### src/shared/sfcfe_defs.vh
/*
  front end constants: opcodes, engine kinds, geometry.
  assumes inclusion by bare name.
*/
`ifndef SFCFE_DEFS_VH
`define SFCFE_DEFS_VH

// array access opcodes
`define SFCFE_OP_READ_S      8'h03
`define SFCFE_OP_FREAD_S     8'h0B
`define SFCFE_OP_READ_L      8'h13
`define SFCFE_OP_FREAD_L     8'h0C
`define SFCFE_OP_PROG_S      8'h02
`define SFCFE_OP_PROG_L      8'h12
`define SFCFE_OP_SERASE_S    8'h20
`define SFCFE_OP_SERASE_L    8'h21
`define SFCFE_OP_BERASE_S    8'hD8
`define SFCFE_OP_BERASE_L    8'hDC
`define SFCFE_OP_CERASE_A    8'h60
`define SFCFE_OP_CERASE_B    8'hC7
// device operation opcodes
`define SFCFE_OP_SET_WL      8'h06
`define SFCFE_OP_CLR_WL      8'h04
`define SFCFE_OP_PSCHEME     8'h68
`define SFCFE_OP_SUSPEND     8'hB0
`define SFCFE_OP_RESUME      8'h30
`define SFCFE_OP_PDOWN       8'hB9
`define SFCFE_OP_PDREL       8'hAB
`define SFCFE_OP_NOP         8'h00
`define SFCFE_OP_RST_ARM     8'h66
`define SFCFE_OP_RST_EXE     8'h99
`define SFCFE_OP_GLOCK       8'h7E
`define SFCFE_OP_GUNLOCK     8'h98
`define SFCFE_OP_WR_SEC      8'h2F
`define SFCFE_OP_SEC_ENTER   8'hB1
`define SFCFE_OP_SEC_EXIT    8'hC1

// operation kinds on o_cmd_kind
`define SFCFE_K_READ         4'h1
`define SFCFE_K_PROG_BEGIN   4'h2
`define SFCFE_K_PROG_COMMIT  4'h3
`define SFCFE_K_PROG_ABORT   4'h4
`define SFCFE_K_ERASE_SECT   4'h5
`define SFCFE_K_ERASE_BLK    4'h6
`define SFCFE_K_ERASE_CHIP   4'h7
`define SFCFE_K_SUSPEND      4'h8
`define SFCFE_K_RESUME       4'h9
`define SFCFE_K_RESET        4'hA
`define SFCFE_K_GANG_LOCK    4'hB
`define SFCFE_K_GANG_UNLOCK  4'hC
`define SFCFE_K_PSCHEME      4'hD

// geometry and phase lengths
`define SFCFE_BLOCKS         10'h200
`define SFCFE_BLK_MSB        24
`define SFCFE_BLK_LSB        16
`define SFCFE_OTP_RANGE_BIT  9
`define SFCFE_DUMMY_LAST     3'h7
`define SFCFE_LVL_ALL        4'hA

`endif

### src/verilog/sfcfe_sync.v
/*
  two flip-flop synchroniser for independent pin levels.
  assumes slow levels; no word coherence.
*/
`timescale 1ns/100ps
module sfcfe_sync #(
  parameter       W   = 1,
  parameter [W-1:0] RST = {W{1'b0}}
) (
  input  wire         i_clk,
  input  wire         i_resetn,
  input  wire [W-1:0] i_d,
  output wire [W-1:0] o_q
);
  reg [W-1:0] meta_q;   // first stage, read only by second stage
  reg [W-1:0] sync_q;   // second stage, safe to use

  // plain two-stage chain
  always @(posedge i_clk or negedge i_resetn) begin
    if (!i_resetn) begin
      meta_q <= RST;
      sync_q <= RST;
    end else begin
      meta_q <= i_d;
      sync_q <= meta_q;
    end
  end

  assign o_q = sync_q;
endmodule

### src/verilog/sfcfe_prot.v
/*
  block protection decode from level code and anchor.
  assumes a 512-block array.
*/
`timescale 1ns/100ps
`include "sfcfe_defs.vh"
module sfcfe_prot (
  input  wire [3:0] i_level,
  input  wire       i_bottom_select,
  input  wire [8:0] i_block,
  output wire       o_protected,
  output wire       o_any
);
  // number of protected blocks for a level code
  function [9:0] prot_count;
    input [3:0] lvl;
    begin
      if (lvl == 4'h0)
        prot_count = 10'h000;
      else if (lvl >= `SFCFE_LVL_ALL)
        prot_count = `SFCFE_BLOCKS;
      else
        prot_count = 10'h001 << (lvl - 4'h1);
    end
  endfunction

  wire [9:0] cnt = prot_count(i_level);
  wire [9:0] blk = {1'b0, i_block};

  // bottom anchor covers low blocks, otherwise the top ones
  assign o_protected = i_bottom_select ? (blk < cnt)
                                       : (blk >= (`SFCFE_BLOCKS - cnt));
  assign o_any       = (cnt != 10'h000);
endmodule

### src/verilog/sfcfe_top.v
/*
  serial nor flash command front end, device side:
  decodes single line opcodes,
  hands array work to an engine,
  keeps latch, modes and customer lock.
  assumes async pins, serial clock
  at least 8 times slower than i_clk;
  the engine runs on i_clk.
*/
// Operation
// bottom anchor, level n protects 2^(n-1) low blocks
// level 0 none, levels 10-15 all blocks
// 8K-bit one-time area for serial number
// security bit 0 shows factory lock
// security write sets customer lock bit 1
// locked one-time range never changes again
// secured mode refuses main array access
// host enters secured mode, programs, then exits
// invalid sequence: standby, output off until frame
// valid sequence: active until chip select rises
// single edge: sample rising, launch falling
// double edge: sample and launch both edges
// array access ignored while operation running
// host checks status before each command
// read opcodes 03 0B 13 0C decoded
// program opcodes 02 and 12 decoded
// erase opcodes 20 21 D8 DC decoded
// chip erase under 60 or C7
// latch set 06, clear 04, scheme 68
// suspend B0, resume 30
// power down B9, release AB, nop 00
// reset arm 66, execute 99, gang 7E/98
// reset execute only directly after reset arm
// power down refuses all but release, reset
// secured mode enter B1, exit C1
// data changes need write latch set
// program or erase of protected blocks refused
`timescale 1ns/100ps
`include "sfcfe_defs.vh"
module sfcfe_top (
  input  wire        i_clk,
  input  wire        i_resetn,
  input  wire        i_cs_n,             // chip select pin, active low
  input  wire        i_sclk,             // serial clock pin
  input  wire        i_si,               // serial data in pin
  input  wire        i_single_edge_mode, // 1 single edge, 0 double edge
  input  wire [3:0]  i_protect_level,    // protect-level code
  input  wire        i_bottom_select,    // protection anchored at block 0
  input  wire        i_busy,             // array engine running an operation
  input  wire        i_factory_lock,     // factory range locked
  input  wire [7:0]  i_rd_data,          // read byte from array engine
  output wire        o_so,
  output wire        o_so_oe,
  output wire        o_cmd_pulse,
  output wire [3:0]  o_cmd_kind,
  output wire [31:0] o_cmd_addr,
  output wire        o_cmd_secured,
  output wire        o_wr_strobe,
  output wire [7:0]  o_wr_data,
  output wire        o_rd_next,
  output wire        o_active,
  output wire        o_write_latch_bit,
  output wire        o_secured_mode,
  output wire        o_power_down,
  output wire        o_reset_armed,
  output wire [7:0]  o_security_reg
);
  // frame states
  localparam [2:0] ST_IDLE  = 3'h0;
  localparam [2:0] ST_OPC   = 3'h1;
  localparam [2:0] ST_ADDR  = 3'h2;
  localparam [2:0] ST_DUMMY = 3'h3;
  localparam [2:0] ST_DIN   = 3'h4;
  localparam [2:0] ST_DOUT  = 3'h5;
  localparam [2:0] ST_BARE  = 3'h6;
  localparam [2:0] ST_STBY  = 3'h7;

  // opcode classes
  localparam [1:0] CL_READ  = 2'h0;
  localparam [1:0] CL_PROG  = 2'h1;
  localparam [1:0] CL_ERASE = 2'h2;
  localparam [1:0] CL_BARE  = 2'h3;

  // decode: {known, long address, dummy, class}
  function [4:0] opc_info;
    input [7:0] opc;
    begin
      case (opc)
        `SFCFE_OP_READ_S:   opc_info = {3'b100, CL_READ};
        `SFCFE_OP_FREAD_S:  opc_info = {3'b101, CL_READ};
        `SFCFE_OP_READ_L:   opc_info = {3'b110, CL_READ};
        `SFCFE_OP_FREAD_L:  opc_info = {3'b111, CL_READ};
        `SFCFE_OP_PROG_S:   opc_info = {3'b100, CL_PROG};
        `SFCFE_OP_PROG_L:   opc_info = {3'b110, CL_PROG};
        `SFCFE_OP_SERASE_S,
        `SFCFE_OP_BERASE_S: opc_info = {3'b100, CL_ERASE};
        `SFCFE_OP_SERASE_L,
        `SFCFE_OP_BERASE_L: opc_info = {3'b110, CL_ERASE};
        `SFCFE_OP_CERASE_A, `SFCFE_OP_CERASE_B,
        `SFCFE_OP_SET_WL, `SFCFE_OP_CLR_WL, `SFCFE_OP_PSCHEME,
        `SFCFE_OP_SUSPEND, `SFCFE_OP_RESUME,
        `SFCFE_OP_PDOWN, `SFCFE_OP_PDREL, `SFCFE_OP_NOP,
        `SFCFE_OP_RST_ARM, `SFCFE_OP_RST_EXE,
        `SFCFE_OP_GLOCK, `SFCFE_OP_GUNLOCK,
        `SFCFE_OP_WR_SEC,
        `SFCFE_OP_SEC_ENTER, `SFCFE_OP_SEC_EXIT:
                            opc_info = {3'b100, CL_BARE};
        default:            opc_info = {3'b000, CL_BARE};
      endcase
    end
  endfunction

  // synchronised pins, chip select idles high
  wire [2:0] pins_s;
  sfcfe_sync #(.W(3), .RST(3'b100)) u_sync (
    .i_clk    (i_clk),
    .i_resetn (i_resetn),
    .i_d      ({i_cs_n, i_sclk, i_si}),
    .o_q      (pins_s)
  );
  wire cs_s   = pins_s[2];
  wire sclk_s = pins_s[1];
  wire si_s   = pins_s[0];

  reg        cs_d_q;      // previous synced chip select
  reg        sclk_d_q;    // previous synced serial clock
  reg [2:0]  st_q;        // frame state
  reg [2:0]  bit_cnt_q;   // bit within byte, shared by all phases but output
  reg [1:0]  byte_cnt_q;  // address byte index
  reg [7:0]  sh_in_q;     // input shifter
  reg [7:0]  opc_q;       // current opcode
  reg [4:0]  info_q;      // decode of current opcode
  reg [31:0] addr_q;      // assembled address
  reg        got_data_q;  // program frame has at least one byte
  reg [7:0]  sh_out_q;    // output shifter
  reg [2:0]  out_cnt_q;   // output bit index
  reg        so_q;
  reg        cmd_pulse_q;
  reg [3:0]  cmd_kind_q;
  reg        wr_strobe_q;
  reg [7:0]  wr_data_q;
  reg        rd_next_q;
  reg        wl_q;        // write latch
  reg        sec_q;       // secured area mode
  reg        pd_q;        // deep power-down
  reg        arm_q;       // reset armed
  reg        cust_lock_q; // customer range lock

  // edges of the synced link signals
  wire cs_fall = ~cs_s & cs_d_q;
  wire cs_rise = cs_s & ~cs_d_q;
  wire sc_rise = sclk_s & ~sclk_d_q;
  wire sc_fall = ~sclk_s & sclk_d_q;
  wire in_frame = ~cs_s & ~cs_d_q;
  // single edge samples rising only, double edge takes both
  wire sample = in_frame & (i_single_edge_mode ? sc_rise : (sc_rise | sc_fall));
  wire launch = in_frame & (i_single_edge_mode ? sc_fall : (sc_rise | sc_fall));

  wire        byte_done = (bit_cnt_q == 3'h7);
  wire [7:0]  byte_in   = {sh_in_q[6:0], si_s};
  wire [31:0] addr_full = {addr_q[23:0], byte_in};
  wire [1:0]  addr_last = info_q[3] ? 2'h3 : 2'h2;
  wire [4:0]  info_in   = opc_info(byte_in);

  // protection of the block being addressed
  wire blk_prot;
  wire prot_any;
  sfcfe_prot u_prot (
    .i_level         (i_protect_level),
    .i_bottom_select (i_bottom_select),
    .i_block         (addr_full[`SFCFE_BLK_MSB:`SFCFE_BLK_LSB]),
    .o_protected     (blk_prot),
    .o_any           (prot_any)
  );

  // one-time area: low half customer, high half factory
  wire otp_locked = addr_full[`SFCFE_OTP_RANGE_BIT] ? i_factory_lock : cust_lock_q;
  // secured program hits the one-time area
  wire prog_ok  = wl_q & ~i_busy & (sec_q ? ~otp_locked : ~blk_prot);
  wire erase_ok = wl_q & ~i_busy & ~sec_q & ~blk_prot;
  wire chg_ok   = wl_q & ~i_busy;

  // data-changing bare opcodes checked at decode
  function bare_ok;
    input [7:0] opc;
    begin
      case (opc)
        `SFCFE_OP_CERASE_A,
        `SFCFE_OP_CERASE_B: bare_ok = chg_ok & ~sec_q & ~prot_any;
        `SFCFE_OP_WR_SEC,
        `SFCFE_OP_GLOCK,
        `SFCFE_OP_GUNLOCK,
        `SFCFE_OP_PSCHEME:  bare_ok = chg_ok;
        `SFCFE_OP_RST_EXE:  bare_ok = arm_q;
        default:            bare_ok = 1'b1;
      endcase
    end
  endfunction

  // power-down passes release and reset only
  wire pd_pass = (byte_in == `SFCFE_OP_PDREL) | (byte_in == `SFCFE_OP_RST_ARM) |
                 (byte_in == `SFCFE_OP_RST_EXE);

  // edge history
  always @(posedge i_clk or negedge i_resetn) begin
    if (!i_resetn) begin
      cs_d_q   <= 1'b1;
      sclk_d_q <= 1'b0;                 // idle level, no false edge
    end else begin
      cs_d_q   <= cs_s;
      sclk_d_q <= sclk_s;
    end
  end

  // frame sequencer and command state
  always @(posedge i_clk or negedge i_resetn) begin
    if (!i_resetn) begin
      st_q        <= ST_IDLE;
      bit_cnt_q   <= 3'h0;
      byte_cnt_q  <= 2'h0;
      sh_in_q     <= 8'h00;
      opc_q       <= 8'h00;
      info_q      <= 5'h00;
      addr_q      <= 32'h0000_0000;
      got_data_q  <= 1'b0;
      cmd_pulse_q <= 1'b0;
      cmd_kind_q  <= 4'h0;
      wr_strobe_q <= 1'b0;
      wr_data_q   <= 8'h00;
      wl_q        <= 1'b0;
      sec_q       <= 1'b0;
      pd_q        <= 1'b0;
      arm_q       <= 1'b0;
      cust_lock_q <= 1'b0;
    end else begin
      cmd_pulse_q <= 1'b0;
      wr_strobe_q <= 1'b0;
      if (cs_fall) begin
        // fresh frame, standby ends here
        st_q       <= ST_OPC;
        bit_cnt_q  <= 3'h0;
        byte_cnt_q <= 2'h0;
        addr_q     <= 32'h0000_0000;
        got_data_q <= 1'b0;
      end else if (cs_rise) begin
        // bare and erase need an exact length
        if (st_q == ST_BARE && bit_cnt_q == 3'h0) begin
          case (opc_q)
            `SFCFE_OP_SET_WL:   wl_q <= 1'b1;
            `SFCFE_OP_CLR_WL:   wl_q <= 1'b0;
            `SFCFE_OP_PDOWN:    pd_q <= 1'b1;
            `SFCFE_OP_PDREL:    pd_q <= 1'b0;
            `SFCFE_OP_SEC_ENTER: sec_q <= 1'b1;
            `SFCFE_OP_SEC_EXIT: sec_q <= 1'b0;
            `SFCFE_OP_RST_ARM:  arm_q <= 1'b1;
            `SFCFE_OP_WR_SEC: begin
              cust_lock_q <= 1'b1;
              wl_q        <= 1'b0;
            end
            `SFCFE_OP_RST_EXE: begin
              // software reset drops the volatile modes
              wl_q        <= 1'b0;
              sec_q       <= 1'b0;
              pd_q        <= 1'b0;
              arm_q       <= 1'b0;
              cmd_pulse_q <= 1'b1;
              cmd_kind_q  <= `SFCFE_K_RESET;
            end
            `SFCFE_OP_SUSPEND, `SFCFE_OP_RESUME: begin
              cmd_pulse_q <= 1'b1;
              cmd_kind_q  <= (opc_q == `SFCFE_OP_SUSPEND) ? `SFCFE_K_SUSPEND : `SFCFE_K_RESUME;
            end
            `SFCFE_OP_GLOCK, `SFCFE_OP_GUNLOCK, `SFCFE_OP_PSCHEME: begin
              wl_q        <= 1'b0;
              cmd_pulse_q <= 1'b1;
              cmd_kind_q  <= (opc_q == `SFCFE_OP_GLOCK)   ? `SFCFE_K_GANG_LOCK :
                             (opc_q == `SFCFE_OP_GUNLOCK) ? `SFCFE_K_GANG_UNLOCK : `SFCFE_K_PSCHEME;
            end
            `SFCFE_OP_CERASE_A, `SFCFE_OP_CERASE_B: begin
              wl_q        <= 1'b0;
              cmd_pulse_q <= 1'b1;
              cmd_kind_q  <= `SFCFE_K_ERASE_CHIP;
            end
            `SFCFE_OP_SERASE_S, `SFCFE_OP_SERASE_L,
            `SFCFE_OP_BERASE_S, `SFCFE_OP_BERASE_L: begin
              wl_q        <= 1'b0;
              cmd_pulse_q <= 1'b1;
              cmd_kind_q  <= (opc_q == `SFCFE_OP_SERASE_S || opc_q == `SFCFE_OP_SERASE_L) ?
                             `SFCFE_K_ERASE_SECT : `SFCFE_K_ERASE_BLK;
            end
            default: ;  // nop does nothing
          endcase
        end else if (st_q == ST_DIN) begin
          // partial byte or empty page aborts the begun program
          cmd_pulse_q <= 1'b1;
          cmd_kind_q  <= (got_data_q && bit_cnt_q == 3'h0) ? `SFCFE_K_PROG_COMMIT : `SFCFE_K_PROG_ABORT;
          if (got_data_q && bit_cnt_q == 3'h0)
            wl_q <= 1'b0;
        end
        st_q <= ST_IDLE;
      end else if (sample) begin
        bit_cnt_q <= bit_cnt_q + 3'h1;
        sh_in_q   <= byte_in;
        case (st_q)
          ST_OPC: if (byte_done) begin
            opc_q  <= byte_in;
            info_q <= info_in;
            // other opcodes disarm
            if (byte_in != `SFCFE_OP_RST_ARM)
              arm_q <= 1'b0;
            if (!info_in[4] || (pd_q && !pd_pass))
              st_q <= ST_STBY;
            else if (info_in[1:0] == CL_BARE)
              st_q <= bare_ok(byte_in) ? ST_BARE : ST_STBY;
            else
              st_q <= ST_ADDR;
          end
          ST_ADDR: if (byte_done) begin
            addr_q     <= addr_full;
            byte_cnt_q <= byte_cnt_q + 2'h1;
            if (byte_cnt_q == addr_last) begin
              case (info_q[1:0])
                CL_READ: begin
                  if (i_busy)
                    st_q <= ST_STBY;
                  else begin
                    st_q <= info_q[2] ? ST_DUMMY : ST_DOUT;
                    cmd_pulse_q <= 1'b1;
                    cmd_kind_q  <= `SFCFE_K_READ;
                  end
                end
                CL_PROG: begin
                  st_q        <= prog_ok ? ST_DIN : ST_STBY;
                  cmd_pulse_q <= prog_ok;
                  cmd_kind_q  <= `SFCFE_K_PROG_BEGIN;
                end
                default: st_q <= erase_ok ? ST_BARE : ST_STBY;
              endcase
            end
          end
          ST_DUMMY: if (bit_cnt_q == `SFCFE_DUMMY_LAST)
            st_q <= ST_DOUT;
          ST_DIN: if (byte_done) begin
            wr_strobe_q <= 1'b1;
            wr_data_q   <= byte_in;
            got_data_q  <= 1'b1;
          end
          ST_BARE: st_q <= ST_STBY;
          default: ;  // out and standby ignore input
        endcase
      end
    end
  end

  // serial output, engine byte per boundary
  always @(posedge i_clk or negedge i_resetn) begin
    if (!i_resetn) begin
      sh_out_q  <= 8'h00;
      out_cnt_q <= 3'h0;
      so_q      <= 1'b0;
      rd_next_q <= 1'b0;
    end else begin
      rd_next_q <= 1'b0;
      if (cs_fall) begin
        out_cnt_q <= 3'h0;
      end else if (launch && st_q == ST_DOUT) begin
        out_cnt_q <= out_cnt_q + 3'h1;
        if (out_cnt_q == 3'h0) begin
          so_q      <= i_rd_data[7];
          sh_out_q  <= {i_rd_data[6:0], 1'b0};
          rd_next_q <= 1'b1;
        end else begin
          so_q     <= sh_out_q[7];
          sh_out_q <= {sh_out_q[6:0], 1'b0};
        end
      end
    end
  end

  assign o_so              = so_q;
  assign o_so_oe           = (st_q == ST_DOUT) & ~cs_s;
  assign o_cmd_pulse       = cmd_pulse_q;
  assign o_cmd_kind        = cmd_kind_q;
  assign o_cmd_addr        = addr_q;
  assign o_cmd_secured     = sec_q;
  assign o_wr_strobe       = wr_strobe_q;
  assign o_wr_data         = wr_data_q;
  assign o_rd_next         = rd_next_q;
  assign o_active          = (st_q != ST_IDLE) & (st_q != ST_STBY);
  assign o_write_latch_bit = wl_q;
  assign o_secured_mode    = sec_q;
  assign o_power_down      = pd_q;
  assign o_reset_armed     = arm_q;
  assign o_security_reg    = {6'h00, cust_lock_q, i_factory_lock};
endmodule

### config.mk
export PLATFORM = sky130hd
export DESIGN_NAME = sfcfe_top
export DESIGN_NICKNAME = d
export VERILOG_FILES = /design/src/verilog/sfcfe_sync.v /design/src/verilog/sfcfe_prot.v /design/src/verilog/sfcfe_top.v
export VERILOG_INCLUDE_DIRS = /design/src /design/src/shared
export SDC_FILE = /design/constraint.sdc
export NUM_CORES = 1
export LEC_CHECK = 0
export BUFFER_PORTS_ARGS = -buffer_cell sky130_fd_sc_hd__clkbuf_2
export CELL_PAD_IN_SITES_DETAIL_PLACEMENT = 1
export CELL_PAD_IN_SITES_GLOBAL_PLACEMENT = 1
export CORE_MARGIN = 5
export CORE_UTILIZATION = 45
export CTS_BUF_LIST = sky130_fd_sc_hd__clkbuf_16
export DETAILED_ROUTE_END_ITERATION = 16
export GPL_TIMING_DRIVEN = 0
export PLACE_DENSITY = 0.92
export SLEW_MARGIN = 20
export SYNTH_ARGS = -nofsm -noshare
export SYNTH_HDL_FRONTEND = slang
export SYNTH_HIERARCHICAL = 1
export SYNTH_SLANG_ARGS = --single-unit
export TNS_END_PERCENT = 20
### constraint.sdc
create_clock -name i_clk -period 3.8 [get_ports i_clk]
set_clock_uncertainty 0.05 [all_clocks]
set_input_delay 0.38 -clock i_clk [delete_from_list [all_inputs] [get_ports i_clk]]
set_output_delay 0.38 -clock i_clk [all_outputs]
set_load 0.02 [all_outputs]
==> results.cfg <==
[drt]
dr_total_vias = 4894
drc = 0
wl_per_cell_um = 19.5
postRouteAntennaNets = 0
wl_met2_mm = 8.24
wl_met1_mm = 7.08
wirelength_mm = 16.4
via_per_inst = 5.80
highest_layer = met4
wl_met3_um = 703
dr.pass1.iters = 4
drt_iter0_markers = 245

[die]
ios = 84
die_y_um = 122
start_util_pct = 45.5
fp-row-count = 41
core_area_um2 = 12500
fp.dieW_um = 122
dieArea_um2 = 15000

[synthesis]
netlist_area_um2 = 5690
synthFlopType = dfrtp_1
synth_cell_types = 78
synthCells = 572
ys_seq_area_share_pct = 43.6
ys_ff_latch = 99
ys_warn_count = 6
synth_area_per_cell_um2 = 9.95
synth-edff-count = 0
async_reset_ff_share_pct = 100

[sta]
period_needed_ps = 3580
max_slew_margin_pct = 40.8
min_period_over_period_pct = 94.2
slew_violations = 0
rsz0062_at_grt = no
hold_violations = 0
finalSetupViolCount = 0
worst_slew_pin_slew_ps = 875
fmax_mhz = 279
layout_setup_ws_ps = 221
hold_slack_ps = 68.0

[layout]
multiInputGateArea_um2 = 2950
n_fill_cell = 1483
layout-drive-gt1-share_pct = 22.5
final_nets = 716
area.sequential_um2 = 2480
antenna_cells = 0
syn2layout_area_growth_pct = 16.7

[job]
cap_viol_max_count = 0

[placement]
dp_hpwl_mm = 12.7
place_ws_ps = -463
gp_congestion = 0.902
port_buffers = 77

[clocking]
clkLatencyLatePin_ps = 360
cts_buffers = 9
cts_tree = yes
cts_setup_buffers = 0
path_clk_slew_ps = 70
clock_sinks = 99
clk_path_buf_depth = 2
htreeDepth = 3
root_buffer = clkbuf_16

[global_routing]
grt_max_degree = 81
antenna_found_initial = 0
grt_overflow = 0
grt_pass1_vias = 5315
grt_pass1_wl_mm = 27.0
grtUsageTotal_pct = 22.9

[min_path]
min_path_type = in -> reg

[worst_setup_path]
worstSetupPathType = in -> reg
worst_ep_arrival_time_ps = 3810
critPathMaxFanout = 10
cp.required_ps = 4030
worstSetupStartpointType = input port
end_kind = flop

[pwr]
leakage_nw = 3.18
powerDensity_nw_per_um2 = 400
ir_drop_mv = 0.267

[status]
outcome = finished, final reports clean
-- state kept, by name, indices dropped and copies added (netlist names), 4 cells and up --
name	count
info_q	4
o_cmd_addr	32
sh_in_q	7
opc_q	8
sh_out_q	7
o_cmd_kind	4
o_wr_data	8
-- timing repair --
item                                   in CTS  in global routing
endpoints found under the hold margin      17                  0
hold buffers                                1                  0
gates cloned                                0                  0
gates resized for setup                     1                  4
setup endpoints to repair                   2                  3
-- layout make-up --
class	count	share of cell area [%]
flip-flops and latches	99	37.4
well taps	172	3.24
repair buffers	79	6.50
inverters	21	1.19
clock inverters	7	0.433
clock buffers	9	3.39
plain buffers	43	3.52
multi-input cells	414	44.4
-- power by group --
group | internal [mW] | switching (mW)
clock | 0.430 | 0.380
combinational | 0.225 | 0.388
sequential | 1.15 | 0.0831
-- logic make-up after synthesis --
logic type / synth area share [%]
compound gates: 16.4
xor+xnor: 0.770
fa+ha+maj: 6.16
buf+inv: 5.50
flops: 43.6
mux: 7.52
other cells: 0.0659
simple gates: 20.0
-- per-stage QoR --
stage               std cells  area (um2)  total power [mW]  setup TNS (ps)  util, %
detailed placement        827        6340              1.86           -1250     50.7
global route              844        6640              2.80               0     53.0
CTS                       844        6610              2.68               0     52.8
floorplan                 577        5710              1.64               0        -
global placement          826        6310              1.80            -827     50.4
finish                    844        6640              2.66               0     53.0
-- placed cells by master (no fill, tap or decap), drive strengths merged, types with 5 or more instances in the layout --
cell type	count
o21ai	20
inv	23
mux2i	9
nor3	16
or3	8
nor2	48
clkinv	5
ha	28
nand3	18
o22ai	6
a21oi	30
mux2	29
nand4	5
and3	5
clkbuf	113
nand2	40
a22o	32
nor2b	11
nand2b	13
dfrtp	96
conb	6
buf	17
a31oi	5
nor4	8
-- worst max-delay path: stages --
cell and delay (ps):
clkbuf_2 120, buf_4 180, and2b_4 170, nand2_1 80, ha_1 300, and2b_2 270, a32o_1 250, ha_1 300
nand4_1 120, o221ai_2 240, a221oi_2 100, o22ai_2 240, nor2b_1 280, a2111oi_4 70, o21ai_0 190, a21oi_1 90
mux2_2 290, a31oi_1 150
-- worst paths after layout --
check                                              to  slack [ps]                       start  cells after the start
setup / recovery                  st_q[0]$_DFFE_PN0P_         220          i_protect_level[1]                     18
hold / removal             u_sync/meta_q[2]$_DFF_PN1_          70                      i_cs_n                      1
setup reg to reg              sh_out_q[5]$_DFFE_PN0P_         820     u_sync/o_q[1]$_DFF_PN0_                     10
min in group asynchronous    bit_cnt_q[1]$_DFFE_PN0P_         400                    i_resetn                      2
max in group asynchronous            cs_d_q$_DFF_PN1_        2660                    i_resetn                      3
hold reg to reg               u_sync/o_q[2]$_DFF_PN1_         310  u_sync/meta_q[2]$_DFF_PN1_                      0
-- synth_stat cells (all sizes together), types with 2 or more instances --
| library cell | instances | area share, % |
|---|---|---|
| mux2i | 9 | 1.6 |
| a41oi | 4 | 0.62 |
| a22o | 32 | 4.9 |
| nand3 | 18 | 1.7 |
| a32o | 3 | 0.53 |
| or2 | 3 | 0.33 |
| nand3b | 3 | 0.40 |
| nand2b | 13 | 1.4 |
| or3b | 3 | 0.51 |
| a21o | 3 | 0.40 |
| and3 | 5 | 0.55 |
| mux2 | 29 | 5.9 |
| nor4b | 4 | 0.62 |
| and2 | 2 | 0.22 |
| a22oi | 2 | 0.26 |
| dfstp | 3 | 1.4 |
| a21oi | 30 | 2.6 |
| a31oi | 5 | 0.55 |
| a2111oi | 3 | 0.46 |
| nand4b | 3 | 0.46 |
| buf | 16 | 2.3 |
| nor4 | 8 | 0.88 |
| or3 | 8 | 0.88 |
| a2bb2oi | 2 | 0.31 |
| and3b | 2 | 0.31 |
| o21ai | 20 | 1.8 |
| dfrtp | 96 | 42 |
| or4 | 2 | 0.33 |
| nor3b | 4 | 0.53 |
| nand2 | 40 | 2.7 |
| nor3 | 16 | 1.8 |
| nor2 | 48 | 3.2 |
| a211oi | 2 | 0.26 |
| inv | 20 | 1.3 |
| nor2b | 11 | 1.2 |
| o22ai | 6 | 0.66 |
| nand4 | 5 | 0.55 |
| clkbuf | 27 | 1.8 |
| a211o | 3 | 0.46 |
| o211ai | 3 | 0.48 |
| ha | 28 | 6.2 |
| and2b | 4 | 0.62 |
| or4b | 3 | 0.53 |
| xnor2 | 4 | 0.62 |
-- layer usage --
metal / vias to the layer above / GRT usage (%)
li1: 2268 / -
met1: 2462 / 28.0
met2: 133 / 39.6
met3: 31 / 4.19
met4: 0 / 10.0
met5: - / 0
(Power assumes the default switching activity.)
